## src/set_features_pkg.sv

```systemverilog
// constants, types and defaults for the set-features command handler
package set_features_pkg;

    // ------------------------------------------------------------
    // opcode and subcommand codes
    // ------------------------------------------------------------
    localparam logic [7:0] OPC_SET_FEATURES = 8'hEF;
    localparam logic [7:0] SF_8BIT_ON       = 8'h01;
    localparam logic [7:0] SF_8BIT_OFF      = 8'h81;
    localparam logic [7:0] SF_WCACHE_ON     = 8'h02;
    localparam logic [7:0] SF_WCACHE_OFF    = 8'h82;
    localparam logic [7:0] SF_XFER_MODE     = 8'h03;
    localparam logic [7:0] SF_APM_ON        = 8'h05;
    localparam logic [7:0] SF_APM_OFF       = 8'h85;
    localparam logic [7:0] SF_EXTPWR_ON     = 8'h09;
    localparam logic [7:0] SF_EXTPWR_OFF    = 8'h89;
    localparam logic [7:0] SF_PL1_ON        = 8'h0A;
    localparam logic [7:0] SF_PL1_OFF       = 8'h8A;
    localparam logic [7:0] SF_LOOKAHEAD_OFF = 8'h55;
    localparam logic [7:0] SF_LOOKAHEAD_ON  = 8'hAA;
    localparam logic [7:0] SF_LONG4         = 8'hBB;
    localparam logic [7:0] SF_REVERT_OFF    = 8'h66;
    localparam logic [7:0] SF_REVERT_ON     = 8'hCC;
    localparam logic [7:0] SF_LEGACY_NOP_A  = 8'h69;
    localparam logic [7:0] SF_LEGACY_NOP_B  = 8'h96;
    localparam logic [7:0] SF_LEGACY_OLD    = 8'h97;
    localparam logic [7:0] SF_CUR_LIMIT     = 8'h9A;

    // ------------------------------------------------------------
    // transfer mode parameter fields
    // ------------------------------------------------------------
    localparam int         XFER_TYPE_MSB = 7;
    localparam int         XFER_TYPE_LSB = 3;
    localparam int         XFER_MODE_MSB = 2;
    localparam logic [4:0] XT_PIO_DEFAULT = 5'h00;
    localparam logic [4:0] XT_PIO_FLOW    = 5'h01;
    localparam logic [4:0] XT_MDMA        = 5'h04;
    localparam logic [4:0] XT_UDMA        = 5'h08;
    localparam logic [2:0] XM_IORDY_OFF   = 3'h1;
    localparam logic [2:0] PIO_IORDY_MIN  = 3'h3;

    // ------------------------------------------------------------
    // power management levels
    // ------------------------------------------------------------
    localparam logic [7:0] APM_RSVD_LO = 8'h00;
    localparam logic [7:0] APM_RSVD_HI = 8'hFF;
    localparam logic [7:0] APM_NO_STBY = 8'h80;

    // ------------------------------------------------------------
    // carriers
    // ------------------------------------------------------------
    typedef struct packed {
        logic [7:0] opcode;
        logic [7:0] subcommand;
        logic [7:0] param;
    } task_file_t;

    typedef struct packed {
        logic       eight_bit;
        logic       wcache;
        logic [2:0] pio_mode;
        logic       iordy_off;
        logic       dma_udma;
        logic [2:0] dma_mode;
        logic       apm_en;
        logic [7:0] apm_level;
        logic       ext_power;
        logic       pl1_en;
        logic       lookahead;
        logic       long4;
        logic [7:0] cur_limit;
        logic       revert_en;
    } feat_t;

    // ------------------------------------------------------------
    // power-on defaults
    // ------------------------------------------------------------
    localparam feat_t FEAT_DEFAULT = '{
        eight_bit: 1'b0, wcache: 1'b0, pio_mode: 3'h0, iordy_off: 1'b0,
        dma_udma: 1'b0, dma_mode: 3'h0, apm_en: 1'b0, apm_level: 8'hFE,
        ext_power: 1'b0, pl1_en: 1'b0, lookahead: 1'b1, long4: 1'b1,
        cur_limit: 8'hFF, revert_en: 1'b1};

endpackage : set_features_pkg

```

## src/set_features_handler.sv

```systemverilog
// set-features command handler: decode, feature state, abort and returns
// Summary of operation
// - decode opcode EFh, subcommand and parameter; abort unsupported or invalid input
// - 8-bit mode: data on low lanes, 16-bit indication never asserted
// - write cache on/off; disabling flushes cache before completion
// - transfer mode: parameter bits 7:3 type, bits 2:0 mode
// - types: 00001 PIO flow, 00100 multiword DMA, 01000 Ultra DMA, 00010 reserved
// - zero selects default PIO; value 1 also disables IORDY if supported
// - exactly one PIO mode and one DMA mode held at all times
// - PIO mode 3 or higher always uses IORDY flow control
// - enabling Ultra DMA clears multiword DMA and vice versa
// - every mode up to the highest supported one is accepted
// - power management enable takes level from parameter, 01h to FEh
// - 80h and up without standby, 02h-7Fh with standby, 00h/FFh reserved
// - valid power levels accepted but change no behaviour
// - power management disable turns it off
// - power level 1 commands on/off, default off
// - defaults: look-ahead on, 4-byte long data; 55h off, AAh on
// - current limit in quarter mA; return min in low, max in high
// - limit defaults to highest performance; out-of-range values clamped
// - revert to defaults on soft reset while idle and no command is taken in that cycle, on/off, on by default
// - legacy codes 69h, 96h, 97h accepted as no-operation
// - extended power operations on/off
module set_features_handler #(
    parameter logic [2:0] PIO_MAX_MODE  = 3'h4,
    parameter logic [2:0] MDMA_MAX_MODE = 3'h2,
    parameter logic [2:0] UDMA_MAX_MODE = 3'h6,
    parameter logic       IORDY_DIS_OK  = 1'b1,
    parameter logic [7:0] CUR_MIN       = 8'h01,
    parameter logic [7:0] CUR_MAX       = 8'hFF
) (
    input  wire logic                         core_clk,
    input  wire logic                         sys_rst,
    input  wire logic                         cmd_valid,
    input  wire set_features_pkg::task_file_t cmd_tf,
    input  wire logic                         soft_rst,
    input  wire logic                         flush_ack,
    input  wire logic                         data_access,
    output logic                              busy,
    output logic                              cmd_done,
    output logic                              cmd_abort,
    output logic                              ret_load,
    output logic [7:0]                        ret_low,
    output logic [7:0]                        ret_high,
    output logic                              flush_req,
    output logic                              iordy_en,
    output logic                              io16_n,
    output set_features_pkg::feat_t           feat
);

    // ------------------------------------------------------------
    // elaboration checks
    // ------------------------------------------------------------
    if (CUR_MIN > CUR_MAX)
    begin : g_bad_limit
        $error("current limit minimum above maximum");
    end

    // ------------------------------------------------------------
    // state machine
    // ------------------------------------------------------------
    typedef enum logic [2:0] {
        ST_IDLE  = 3'b001,
        ST_FLUSH = 3'b010,
        ST_DONE  = 3'b100
    } state_t;

    state_t                    state_q;
    state_t                    state_d;
    set_features_pkg::feat_t   feat_q;
    set_features_pkg::feat_t   feat_d;
    logic                      abort_q;
    logic                      abort_d;
    logic                      ret_q;
    logic [7:0]                ret_low_q;
    logic [7:0]                ret_high_q;
    logic                      take;
    logic                      bad;
    logic [4:0]                xtype;
    logic [2:0]                xmode;

    // ------------------------------------------------------------
    // decode helpers
    // ------------------------------------------------------------
    function automatic logic xfer_bad(input logic [7:0] p);
        logic [4:0] t;
        logic [2:0] m;
        t = p[set_features_pkg::XFER_TYPE_MSB:set_features_pkg::XFER_TYPE_LSB];
        m = p[set_features_pkg::XFER_MODE_MSB:0];
        unique case (t)
            set_features_pkg::XT_PIO_DEFAULT:
                xfer_bad = (m > set_features_pkg::XM_IORDY_OFF) ||
                           (m == set_features_pkg::XM_IORDY_OFF && !IORDY_DIS_OK);
            set_features_pkg::XT_PIO_FLOW: xfer_bad = (m > PIO_MAX_MODE);
            set_features_pkg::XT_MDMA:     xfer_bad = (m > MDMA_MAX_MODE);
            set_features_pkg::XT_UDMA:     xfer_bad = (m > UDMA_MAX_MODE);
            default:                       xfer_bad = 1'b1;
        endcase
    endfunction : xfer_bad

    function automatic logic [7:0] clamp_limit(input logic [7:0] v);
        if (v < CUR_MIN)
            clamp_limit = CUR_MIN;
        else if (v > CUR_MAX)
            clamp_limit = CUR_MAX;
        else
            clamp_limit = v;
    endfunction : clamp_limit

    assign take  = cmd_valid && (state_q == ST_IDLE) &&
                   (cmd_tf.opcode == set_features_pkg::OPC_SET_FEATURES);
    assign xtype = cmd_tf.param[set_features_pkg::XFER_TYPE_MSB:
                                set_features_pkg::XFER_TYPE_LSB];
    assign xmode = cmd_tf.param[set_features_pkg::XFER_MODE_MSB:0];

    // ------------------------------------------------------------
    // validity of the subcommand and its parameter
    // ------------------------------------------------------------
    always_comb
    begin
        unique case (cmd_tf.subcommand)
            set_features_pkg::SF_8BIT_ON, set_features_pkg::SF_8BIT_OFF,
            set_features_pkg::SF_WCACHE_ON, set_features_pkg::SF_WCACHE_OFF,
            set_features_pkg::SF_APM_OFF,
            set_features_pkg::SF_EXTPWR_ON, set_features_pkg::SF_EXTPWR_OFF,
            set_features_pkg::SF_PL1_ON, set_features_pkg::SF_PL1_OFF,
            set_features_pkg::SF_LOOKAHEAD_OFF, set_features_pkg::SF_LOOKAHEAD_ON,
            set_features_pkg::SF_LONG4,
            set_features_pkg::SF_REVERT_OFF, set_features_pkg::SF_REVERT_ON,
            set_features_pkg::SF_LEGACY_NOP_A, set_features_pkg::SF_LEGACY_NOP_B,
            set_features_pkg::SF_LEGACY_OLD,
            set_features_pkg::SF_CUR_LIMIT:
                bad = 1'b0;
            set_features_pkg::SF_XFER_MODE:
                bad = xfer_bad(cmd_tf.param);
            set_features_pkg::SF_APM_ON:
                bad = (cmd_tf.param == set_features_pkg::APM_RSVD_LO) ||
                      (cmd_tf.param == set_features_pkg::APM_RSVD_HI);
            default:
                bad = 1'b1;
        endcase
    end

    // ------------------------------------------------------------
    // next feature state
    // ------------------------------------------------------------
    always_comb
    begin
        feat_d = feat_q;
        if (take && !bad)
        begin
            unique case (cmd_tf.subcommand)
                set_features_pkg::SF_8BIT_ON:       feat_d.eight_bit = 1'b1;
                set_features_pkg::SF_8BIT_OFF:      feat_d.eight_bit = 1'b0;
                set_features_pkg::SF_WCACHE_ON:     feat_d.wcache = 1'b1;
                set_features_pkg::SF_APM_ON:
                begin
                    feat_d.apm_en    = 1'b1;
                    feat_d.apm_level = cmd_tf.param;
                end
                set_features_pkg::SF_APM_OFF:       feat_d.apm_en = 1'b0;
                set_features_pkg::SF_EXTPWR_ON:     feat_d.ext_power = 1'b1;
                set_features_pkg::SF_EXTPWR_OFF:    feat_d.ext_power = 1'b0;
                set_features_pkg::SF_PL1_ON:        feat_d.pl1_en = 1'b1;
                set_features_pkg::SF_PL1_OFF:       feat_d.pl1_en = 1'b0;
                set_features_pkg::SF_LOOKAHEAD_OFF: feat_d.lookahead = 1'b0;
                set_features_pkg::SF_LOOKAHEAD_ON:  feat_d.lookahead = 1'b1;
                set_features_pkg::SF_LONG4:         feat_d.long4 = 1'b1;
                set_features_pkg::SF_REVERT_OFF:    feat_d.revert_en = 1'b0;
                set_features_pkg::SF_REVERT_ON:     feat_d.revert_en = 1'b1;
                set_features_pkg::SF_CUR_LIMIT:
                    feat_d.cur_limit = clamp_limit(cmd_tf.param);
                set_features_pkg::SF_XFER_MODE:
                begin
                    unique case (xtype)
                        set_features_pkg::XT_PIO_DEFAULT:
                        begin
                            feat_d.pio_mode  = set_features_pkg::FEAT_DEFAULT.pio_mode;
                            feat_d.iordy_off = (xmode == set_features_pkg::XM_IORDY_OFF);
                        end
                        set_features_pkg::XT_PIO_FLOW:
                        begin
                            feat_d.pio_mode  = xmode;
                            feat_d.iordy_off = 1'b0;
                        end
                        set_features_pkg::XT_MDMA:
                        begin
                            feat_d.dma_udma = 1'b0;
                            feat_d.dma_mode = xmode;
                        end
                        default:
                        begin
                            feat_d.dma_udma = 1'b1;
                            feat_d.dma_mode = xmode;
                        end
                    endcase
                end
                default:
                    feat_d = feat_q;
            endcase
        end
        if (state_q == ST_FLUSH && flush_ack)
            feat_d.wcache = 1'b0;
        if (soft_rst && feat_q.revert_en && state_q == ST_IDLE && !take)
            feat_d = set_features_pkg::FEAT_DEFAULT;
    end

    // ------------------------------------------------------------
    // sequencing
    // ------------------------------------------------------------
    always_comb
    begin
        state_d = state_q;
        abort_d = abort_q;
        unique case (state_q)
            ST_IDLE:
                if (take)
                begin
                    abort_d = bad;
                    if (!bad && cmd_tf.subcommand == set_features_pkg::SF_WCACHE_OFF)
                        state_d = ST_FLUSH;
                    else
                        state_d = ST_DONE;
                end
            ST_FLUSH:
                if (flush_ack)
                    state_d = ST_DONE;
            ST_DONE:
                state_d = ST_IDLE;
            default:
                state_d = ST_IDLE;
        endcase
    end

    always_ff @(posedge core_clk or posedge sys_rst)
    begin
        if (sys_rst)
        begin
            state_q <= ST_IDLE;
            abort_q <= 1'b0;
        end
        else
        begin
            state_q <= state_d;
            abort_q <= abort_d;
        end
    end

    always_ff @(posedge core_clk or posedge sys_rst)
    begin
        if (sys_rst)
            feat_q <= set_features_pkg::FEAT_DEFAULT;
        else
            feat_q <= feat_d;
    end

    // ------------------------------------------------------------
    // current-limit range return
    // ------------------------------------------------------------
    always_ff @(posedge core_clk or posedge sys_rst)
    begin
        if (sys_rst)
        begin
            ret_q      <= 1'b0;
            ret_low_q  <= 8'h00;
            ret_high_q <= 8'h00;
        end
        else if (take)
        begin
            ret_q <= !bad && (cmd_tf.subcommand == set_features_pkg::SF_CUR_LIMIT);
            if (!bad && cmd_tf.subcommand == set_features_pkg::SF_CUR_LIMIT)
            begin
                ret_low_q  <= CUR_MIN;
                ret_high_q <= CUR_MAX;
            end
        end
        else if (state_q == ST_DONE)
            ret_q <= 1'b0;
    end

    // ------------------------------------------------------------
    // outputs
    // ------------------------------------------------------------
    assign busy      = (state_q != ST_IDLE);
    assign cmd_done  = (state_q == ST_DONE);
    assign cmd_abort = (state_q == ST_DONE) && abort_q;
    assign ret_load  = (state_q == ST_DONE) && ret_q;
    assign ret_low   = ret_low_q;
    assign ret_high  = ret_high_q;
    assign flush_req = (state_q == ST_FLUSH);
    assign feat      = feat_q;
    assign iordy_en  = !feat_q.iordy_off ||
                       (feat_q.pio_mode >= set_features_pkg::PIO_IORDY_MIN);
    assign io16_n    = !(data_access && !feat_q.eight_bit);
endmodule : set_features_handler

```

## config.mk

```make
export PLATFORM = sky130hd
export DESIGN_NAME = set_features_handler
export DESIGN_NICKNAME = d
export VERILOG_FILES = /design/src/set_features_pkg.sv /design/src/set_features_handler.sv
export SDC_FILE = /design/constraint.sdc
export NUM_CORES = 1
export LEC_CHECK = 0
export ABC_CLOCK_PERIOD_IN_PS = 2600
export BUFFER_PORTS_ARGS = -buffer_cell sky130_fd_sc_hd__clkbuf_2
export CORE_MARGIN = 2
export CORE_UTILIZATION = 45
export CTS_CLUSTER_DIAMETER = 80
export DETAILED_ROUTE_END_ITERATION = 7
export MAX_ROUTING_LAYER = met4
export PLACE_DENSITY = 0.8
export REMOVE_ABC_BUFFERS = 1
export SYNTH_ARGS = -nofsm -noshare
export SYNTH_HDL_FRONTEND = slang
export SYNTH_SLANG_ARGS = --single-unit
```

## constraint.sdc

```tcl
create_clock -name core_clk -period 2.6 [get_ports core_clk]
set_input_delay 0.26 -clock core_clk [delete_from_list [all_inputs] [get_ports core_clk]]
set_output_delay 0.26 -clock core_clk [all_outputs]
set_load 0.01 [all_outputs]
```

==> flow_metrics.py, run 1 <==
metrics = {
    "sta": {
        "fin_skew_ns": 0.00864,
        "fmax_mhz": 413,
        "finalSetupViolations": 0,
        "rsz0062_at_grt": "no",
        "worst_slack_ns": 0.178,
        "slew_headroom": 0.475,
        "worst_pin_slew_ns": 0.787,
        "post-route-period-util": 0.931,
        "slew_viol_final": 0,
        "period_needed_ns": 2.42,
        "fin_setup_tns_ns": 0,
        "hold_violations": 0,
    },
    "cells_and_area": {
        "drive_gt1_frac": 0.353,
        "nNetsFinal": 358,
        "fin_cells": 396,
        "area_growth_pct": 21.4,
        "stdcell_area_um2": 2750,
        "num_antenna_cells": 0,
    },
    "synth": {
        "synth_ff_type": "dfrtp_1",
        "synth_commonest_cells": "19 x dfrtp_1, 19 x nor2_1, 18 x dfstp_2, 18 x nand2_1, 16 x buf_4",
        "syn_area_um2": 2260,
        "ys_top_cells_by_area": "dfrtp_1 21%, dfstp_2 21%, mux2i_1 6.6%",
        "synthArstFlopShare": 1.00,
        "syn_area_per_cell_um2": 8.85,
        "synth_top_area_share": 0.210,
        "synth_seq_area_share": 0.419,
        "yosysTopAreaCell": "dfrtp_1",
        "synth_cell_types": 49,
        "syn_inst": 256,
        "synth.yosys.warnings": 0,
        "synth-edff-count": 0,
        "ys_ff_latch": 37,
    },
    "power_and_ir_drop": {
        "ir_drop_uv": 298,
        "clock_power_share": 0.366,
        "power.switching_mw": 0.273,
        "p_int_mw": 0.841,
        "swShare": 0.245,
        "comb_power_share": 0.109,
        "pwr-share-seq": 0.525,
        "power_density_nw_per_um2": 405,
        "p_leak_nw": 1.40,
    },
    "route": {
        "wirelength_um": 5760,
        "dr_total_vias": 2123,
        "routed_via_density": 5.36,
        "drt_iter0_markers": 167,
        "ant_nets": 0,
        "routedWlPerCell_um": 14.5,
        "post-route-drc-count": 0,
        "dr.pass1.iters": 4,
    },
    "clock_tree": {
        "cts_resized": 0,
        "insertion_delay_ns": 0.29,
        "post_cts_buffers": 0,
        "htreeDepth": 2,
        "cts_tree": "yes",
        "cts_inserted_buffers": 5,
        "clock-sinks": 37,
        "ctsHoldBuffers": 0,
        "clockBufferDepth": 2,
        "root_buffer": "clkbuf_8",
        "clk_pin_slew_ns": 0.08,
    },
    "setup_path": {
        "required_ns": 2.81,
        "worstSetupPathType": "reg -> reg",
        "crit_fanout": 5,
        "startpoint_type": "register",
        "endpoint_kind": "register",
        "r2r_start": "state_q[0]",
        "cp-startpoint": "state_q[0]",
        "cp.arrival_ns": 2.63,
    },
    "global_route": {
        "grt_max_degree": 38,
        "antenna_found_initial": 0,
        "track_usage": 0.225,
        "grt_pass1_wl_um": 9380,
        "grt_pass1_vias": 2007,
        "grt_overflow": 0,
    },
    "placed_design": {
        "io_buffers": 76,
        "dp.cells": 388,
        "pre_cts_ws_ns": 0.192,
        "gp_routability_congestion": 0.887,
        "dpl_cell_area_um2": 2660,
        "dp_hpwl_um": 4350,
    },
    "floorplan": {
        "rows": 25,
        "coreArea_um2": 4790,
        "ioPinCount": 85,
        "die_w_um": 74.9,
        "die_h_um": 74.9,
        "initial_core_util": 0.473,
        "die_area_um2": 5620,
    },
    "status": {
        "outcome": "complete, no violations",
    },
    "run": {
        "maxCapViolations": 0,
    },
    "worst_hold_path": {
        "min_path_type": "in -> async",
    },
}
[metal layers]
metal	global-route usage	routed length (um)
met1	0.291	2560
met3	0.0455	341
met5	-	0
met2	0.355	2770
met4	0.0734	92
[flip-flops by register name (all words and copies together) (netlist names)]
name,cells
abort_q,1
ret_q,1
state_q,3
ret_high,1
feat,31
[final cells by class]
type	instances	area, um^2
clock buffers	8	90.1
fillers	458	2040
inverters	16	60.1
multi-input cells	183	1120
flip-flops and latches	37	948
well taps	67	83.8
repair buffers	85	448
[path summary, 6_finish.rpt]
check / to / slack, ns / cells past startpoint
max in group asynchronous: feat[16] / 2.21 / 3
max reg2reg: feat[26] / 0.18 / 6
min reg2reg: feat[15] / 0.51 / 2
min: ret_high[0] / 0.03 / 3
max: feat[26] / 0.18 / 6
min in group core_clk: state_q[1] / 0.21 / 2
[power groups by stage]
stage          sequential [mW]  clock (mW)  combinational (mW)
2_1_floorplan            0.595           0              0.0576
3_3_place_gp             0.594           0               0.121
3_5_place_dp             0.594           0               0.121
4_1_cts                  0.584       0.418               0.122
5_1_grt                  0.585       0.437               0.136
6_report                 0.584       0.408               0.122
[kinds of logic after synthesis]
kind of cell           synth area share
multiplexers                     0.0663
flip-flops                        0.419
other                           0.00332
AO/OA/AOI/OAI                     0.134
AND/OR/NAND/NOR                   0.276
buffers and inverters            0.0972
XOR/XNOR                        0.00387
[cell usage in the layout (no fill, tap or decap), types with 9 or more instances in the layout]
cell / Yosys / routed
dfrtp_1: 19 / 19
o21ai_0: 14 / 14
nand2b_1: 9 / 9
a21oi_1: 10 / 10
dfstp_2: 18 / 18
clkbuf_2: 0 / 76
buf_4: 16 / 9
mux2i_1: 15 / 15
nand2_1: 18 / 18
inv_1: 15 / 15
nor3_1: 13 / 13
nor2_1: 19 / 19
nand3_1: 10 / 10
[metrics by stage]
step / hold WS (ns) / total power [mW] / utilization
after floorplan: 0.353 / 0.652 / -
after global placement: 0.359 / 0.715 / 0.556
after detailed placement: 0.373 / 0.715 / 0.556
after CTS: 0.0584 / 1.12 / 0.574
after global routing: 0.104 / 1.16 / 0.574
final: 0.0340 / 1.11 / 0.574
[critical path, stage by stage (launching register included)]
cell and delay (ns):
dfstp_2 0.54, nor3b_2 0.25, inv_2 0.07, or4_1 0.45, or3_4 0.41, or4_1 0.47, a21oi_1 0.16
Power figures use the tool's default switching activity.
==> run 2: changes to the inputs <==
--- a/config.mk
+++ b/config.mk
@@ -7,6 +7,7 @@
 export LEC_CHECK = 0
 export ABC_CLOCK_PERIOD_IN_PS = 2600
 export BUFFER_PORTS_ARGS = -buffer_cell sky130_fd_sc_hd__clkbuf_2
+export CORE_ASPECT_RATIO = 1.1
 export CORE_MARGIN = 2
 export CORE_UTILIZATION = 45
 export CTS_CLUSTER_DIAMETER = 80
@@ -14,6 +15,7 @@
 export MAX_ROUTING_LAYER = met4
 export PLACE_DENSITY = 0.8
 export REMOVE_ABC_BUFFERS = 1
+export SKIP_CTS_REPAIR_TIMING = 1
 export SYNTH_ARGS = -nofsm -noshare
 export SYNTH_HDL_FRONTEND = slang
 export SYNTH_SLANG_ARGS = --single-unit
==> flow_metrics.py, run 2 (synthesized netlist as in run 1, its figures left out) <==
metrics = {
    "sta": {
        "slew_headroom": 0.488,
        "slew_viol_final": 0,
        "worst_pin_slew_ns": 0.768,
        "hold_violations": 0,
        "post-route-period-util": 0.927,
        "fmax_mhz": 415,
        "fin_skew_ns": 0.00559,
        "rsz0062_at_grt": "no",
        "finalSetupViolations": 0,
        "period_needed_ns": 2.41,
        "fin_setup_tns_ns": 0,
    },
    "route": {
        "route.met2.wl_um": 2870,
        "routed.top_layer": "met4",
        "routedWlPerCell_um": 14.7,
        "routed_via_density": 5.61,
        "dr.pass1.iters": 4,
        "met3WireLength_um": 325,
        "ant_nets": 0,
        "drt_iter0_markers": 224,
        "post-route-drc-count": 0,
        "wl_met1_um": 2370,
        "dr_total_vias": 2166,
        "wirelength_um": 5680,
    },
    "clock_tree": {
        "cts_inserted_buffers": 5,
        "cts_tree": "yes",
        "clockBufferDepth": 2,
        "clock-sinks": 37,
        "root_buffer": "clkbuf_8",
        "insertion_delay_ns": 0.29,
        "clk_pin_slew_ns": 0.08,
        "htreeDepth": 2,
    },
    "cells_and_area": {
        "largest_reg_flops": 31,
        "regArea_um2": 948,
        "num_antenna_cells": 0,
        "stdcell_area_um2": 2760,
        "multi_input_area_um2": 1120,
        "area_growth_pct": 21.7,
        "layout_commonest_cell": "clkbuf_2",
        "layout.cells.most_common_list": "76 x clkbuf_2, 19 x nor2_1, 19 x dfrtp_1",
        "drive_gt1_frac": 0.354,
        "fillCellCount": 469,
        "nNetsFinal": 357,
    },
    "global_route": {
        "antenna_found_initial": 0,
        "grt_pass1_vias": 1980,
        "grt_pass1_wl_um": 9260,
        "grt_overflow": 0,
        "track_usage": 0.211,
        "grt_max_degree": 38,
    },
    "setup_path": {
        "cp-startpoint": "state_q[0]",
        "worstSetupPathType": "reg -> reg",
        "endpoint_kind": "register",
        "rrSetupSlack_ns": 0.19,
        "startpoint_type": "register",
        "cp.arrival_ns": 2.63,
        "required_ns": 2.82,
        "crit_end": "feat[26]",
        "reg2reg_to": "feat[26]",
        "r2r_start": "state_q[0]",
        "crit_fanout": 5,
        "r2r_cells": 6,
    },
    "floorplan": {
        "rows": 27,
        "coreArea_um2": 4930,
        "die_h_um": 78.4,
        "die_area_um2": 5620,
        "die_w_um": 71.6,
        "initial_core_util": 0.459,
        "ioPinCount": 85,
    },
    "placed_design": {
        "dpl_cell_area_um2": 2640,
        "gp_routability_congestion": 0.907,
        "io_buffers": 76,
        "dp_hpwl_um": 4350,
    },
    "run": {
        "maxCapViolations": 0,
    },
    "power_and_ir_drop": {
        "p_leak_nw": 1.41,
        "power_density_nw_per_um2": 443,
        "ir_drop_uv": 168,
    },
    "worst_hold_path": {
        "min_path_type": "in -> async",
    },
    "status": {
        "outcome": "complete, no violations",
    },
}
run 2: changes by cell type in the layout (fill, tap and decap cells not counted), sizes merged:
cell,before,now
bufinv,0,1
clkbuf,84,83
buf,9,8
run 2: routing by layer:
metal  track usage  vias to the layer above
met2         0.354                       80
met3        0.0218                       11
met1         0.259                     1035
met5             -                        -
met4        0.0887                        0
li1              -                     1040
run 2: how the worst min path moves through the flow:
stage | to | slack [ns]
3_3_place_gp | ret_high[0] | 0.36
3_5_place_dp | ret_high[0] | 0.37
5_1_grt | feat[29] | 0.09
2_1_floorplan | feat[5] | 0.35
4_1_cts | ret_high[0] | 0.06
6_report | ret_high[0] | 0.04
run 2: final cells by class:
class,count,area share
flip-flops and latches,37,0.344
clock buffers,7,0.0313
well taps,58,0.0263
clock inverters,1,0.0109
repair buffers,84,0.160
inverters,16,0.0218
multi-input cells,183,0.406
run 2: per-stage QoR:
stage / hold WS [ns] / worst slack, ns / util / cells / power (mW)
finish: 0.0400 / 0.189 / 0.559 / 386 / 1.22
global placement: 0.361 / 0.275 / 0.535 / 378 / 0.713
floorplan: 0.353 / 0.182 / - / 236 / 0.652
global route: 0.0889 / 0.0691 / 0.559 / 386 / 1.28
detailed placement: 0.366 / 0.177 / 0.535 / 378 / 0.714
CTS: 0.0553 / 0.173 / 0.559 / 386 / 1.23
run 2: worst max-delay path: stages, from the launching register on:
cell and delay, ns:
dfstp_2 0.55, nor3b_2 0.25, inv_2 0.08, or4_1 0.44
or3_4 0.41, or4_1 0.47, a21oi_1 0.14
run 2: power by group:
| group | internal, mW | total [mW] | leakage [nW] | switching [mW] |
|---|---|---|---|---|
| Sequential | 0.582 | 0.584 | 0.446 | 0.00223 |
| Clock | 0.313 | 0.515 | 0.0585 | 0.202 |
| Combinational | 0.0417 | 0.121 | 0.902 | 0.0790 |
| Total | 0.936 | 1.22 | 1.41 | 0.283 |
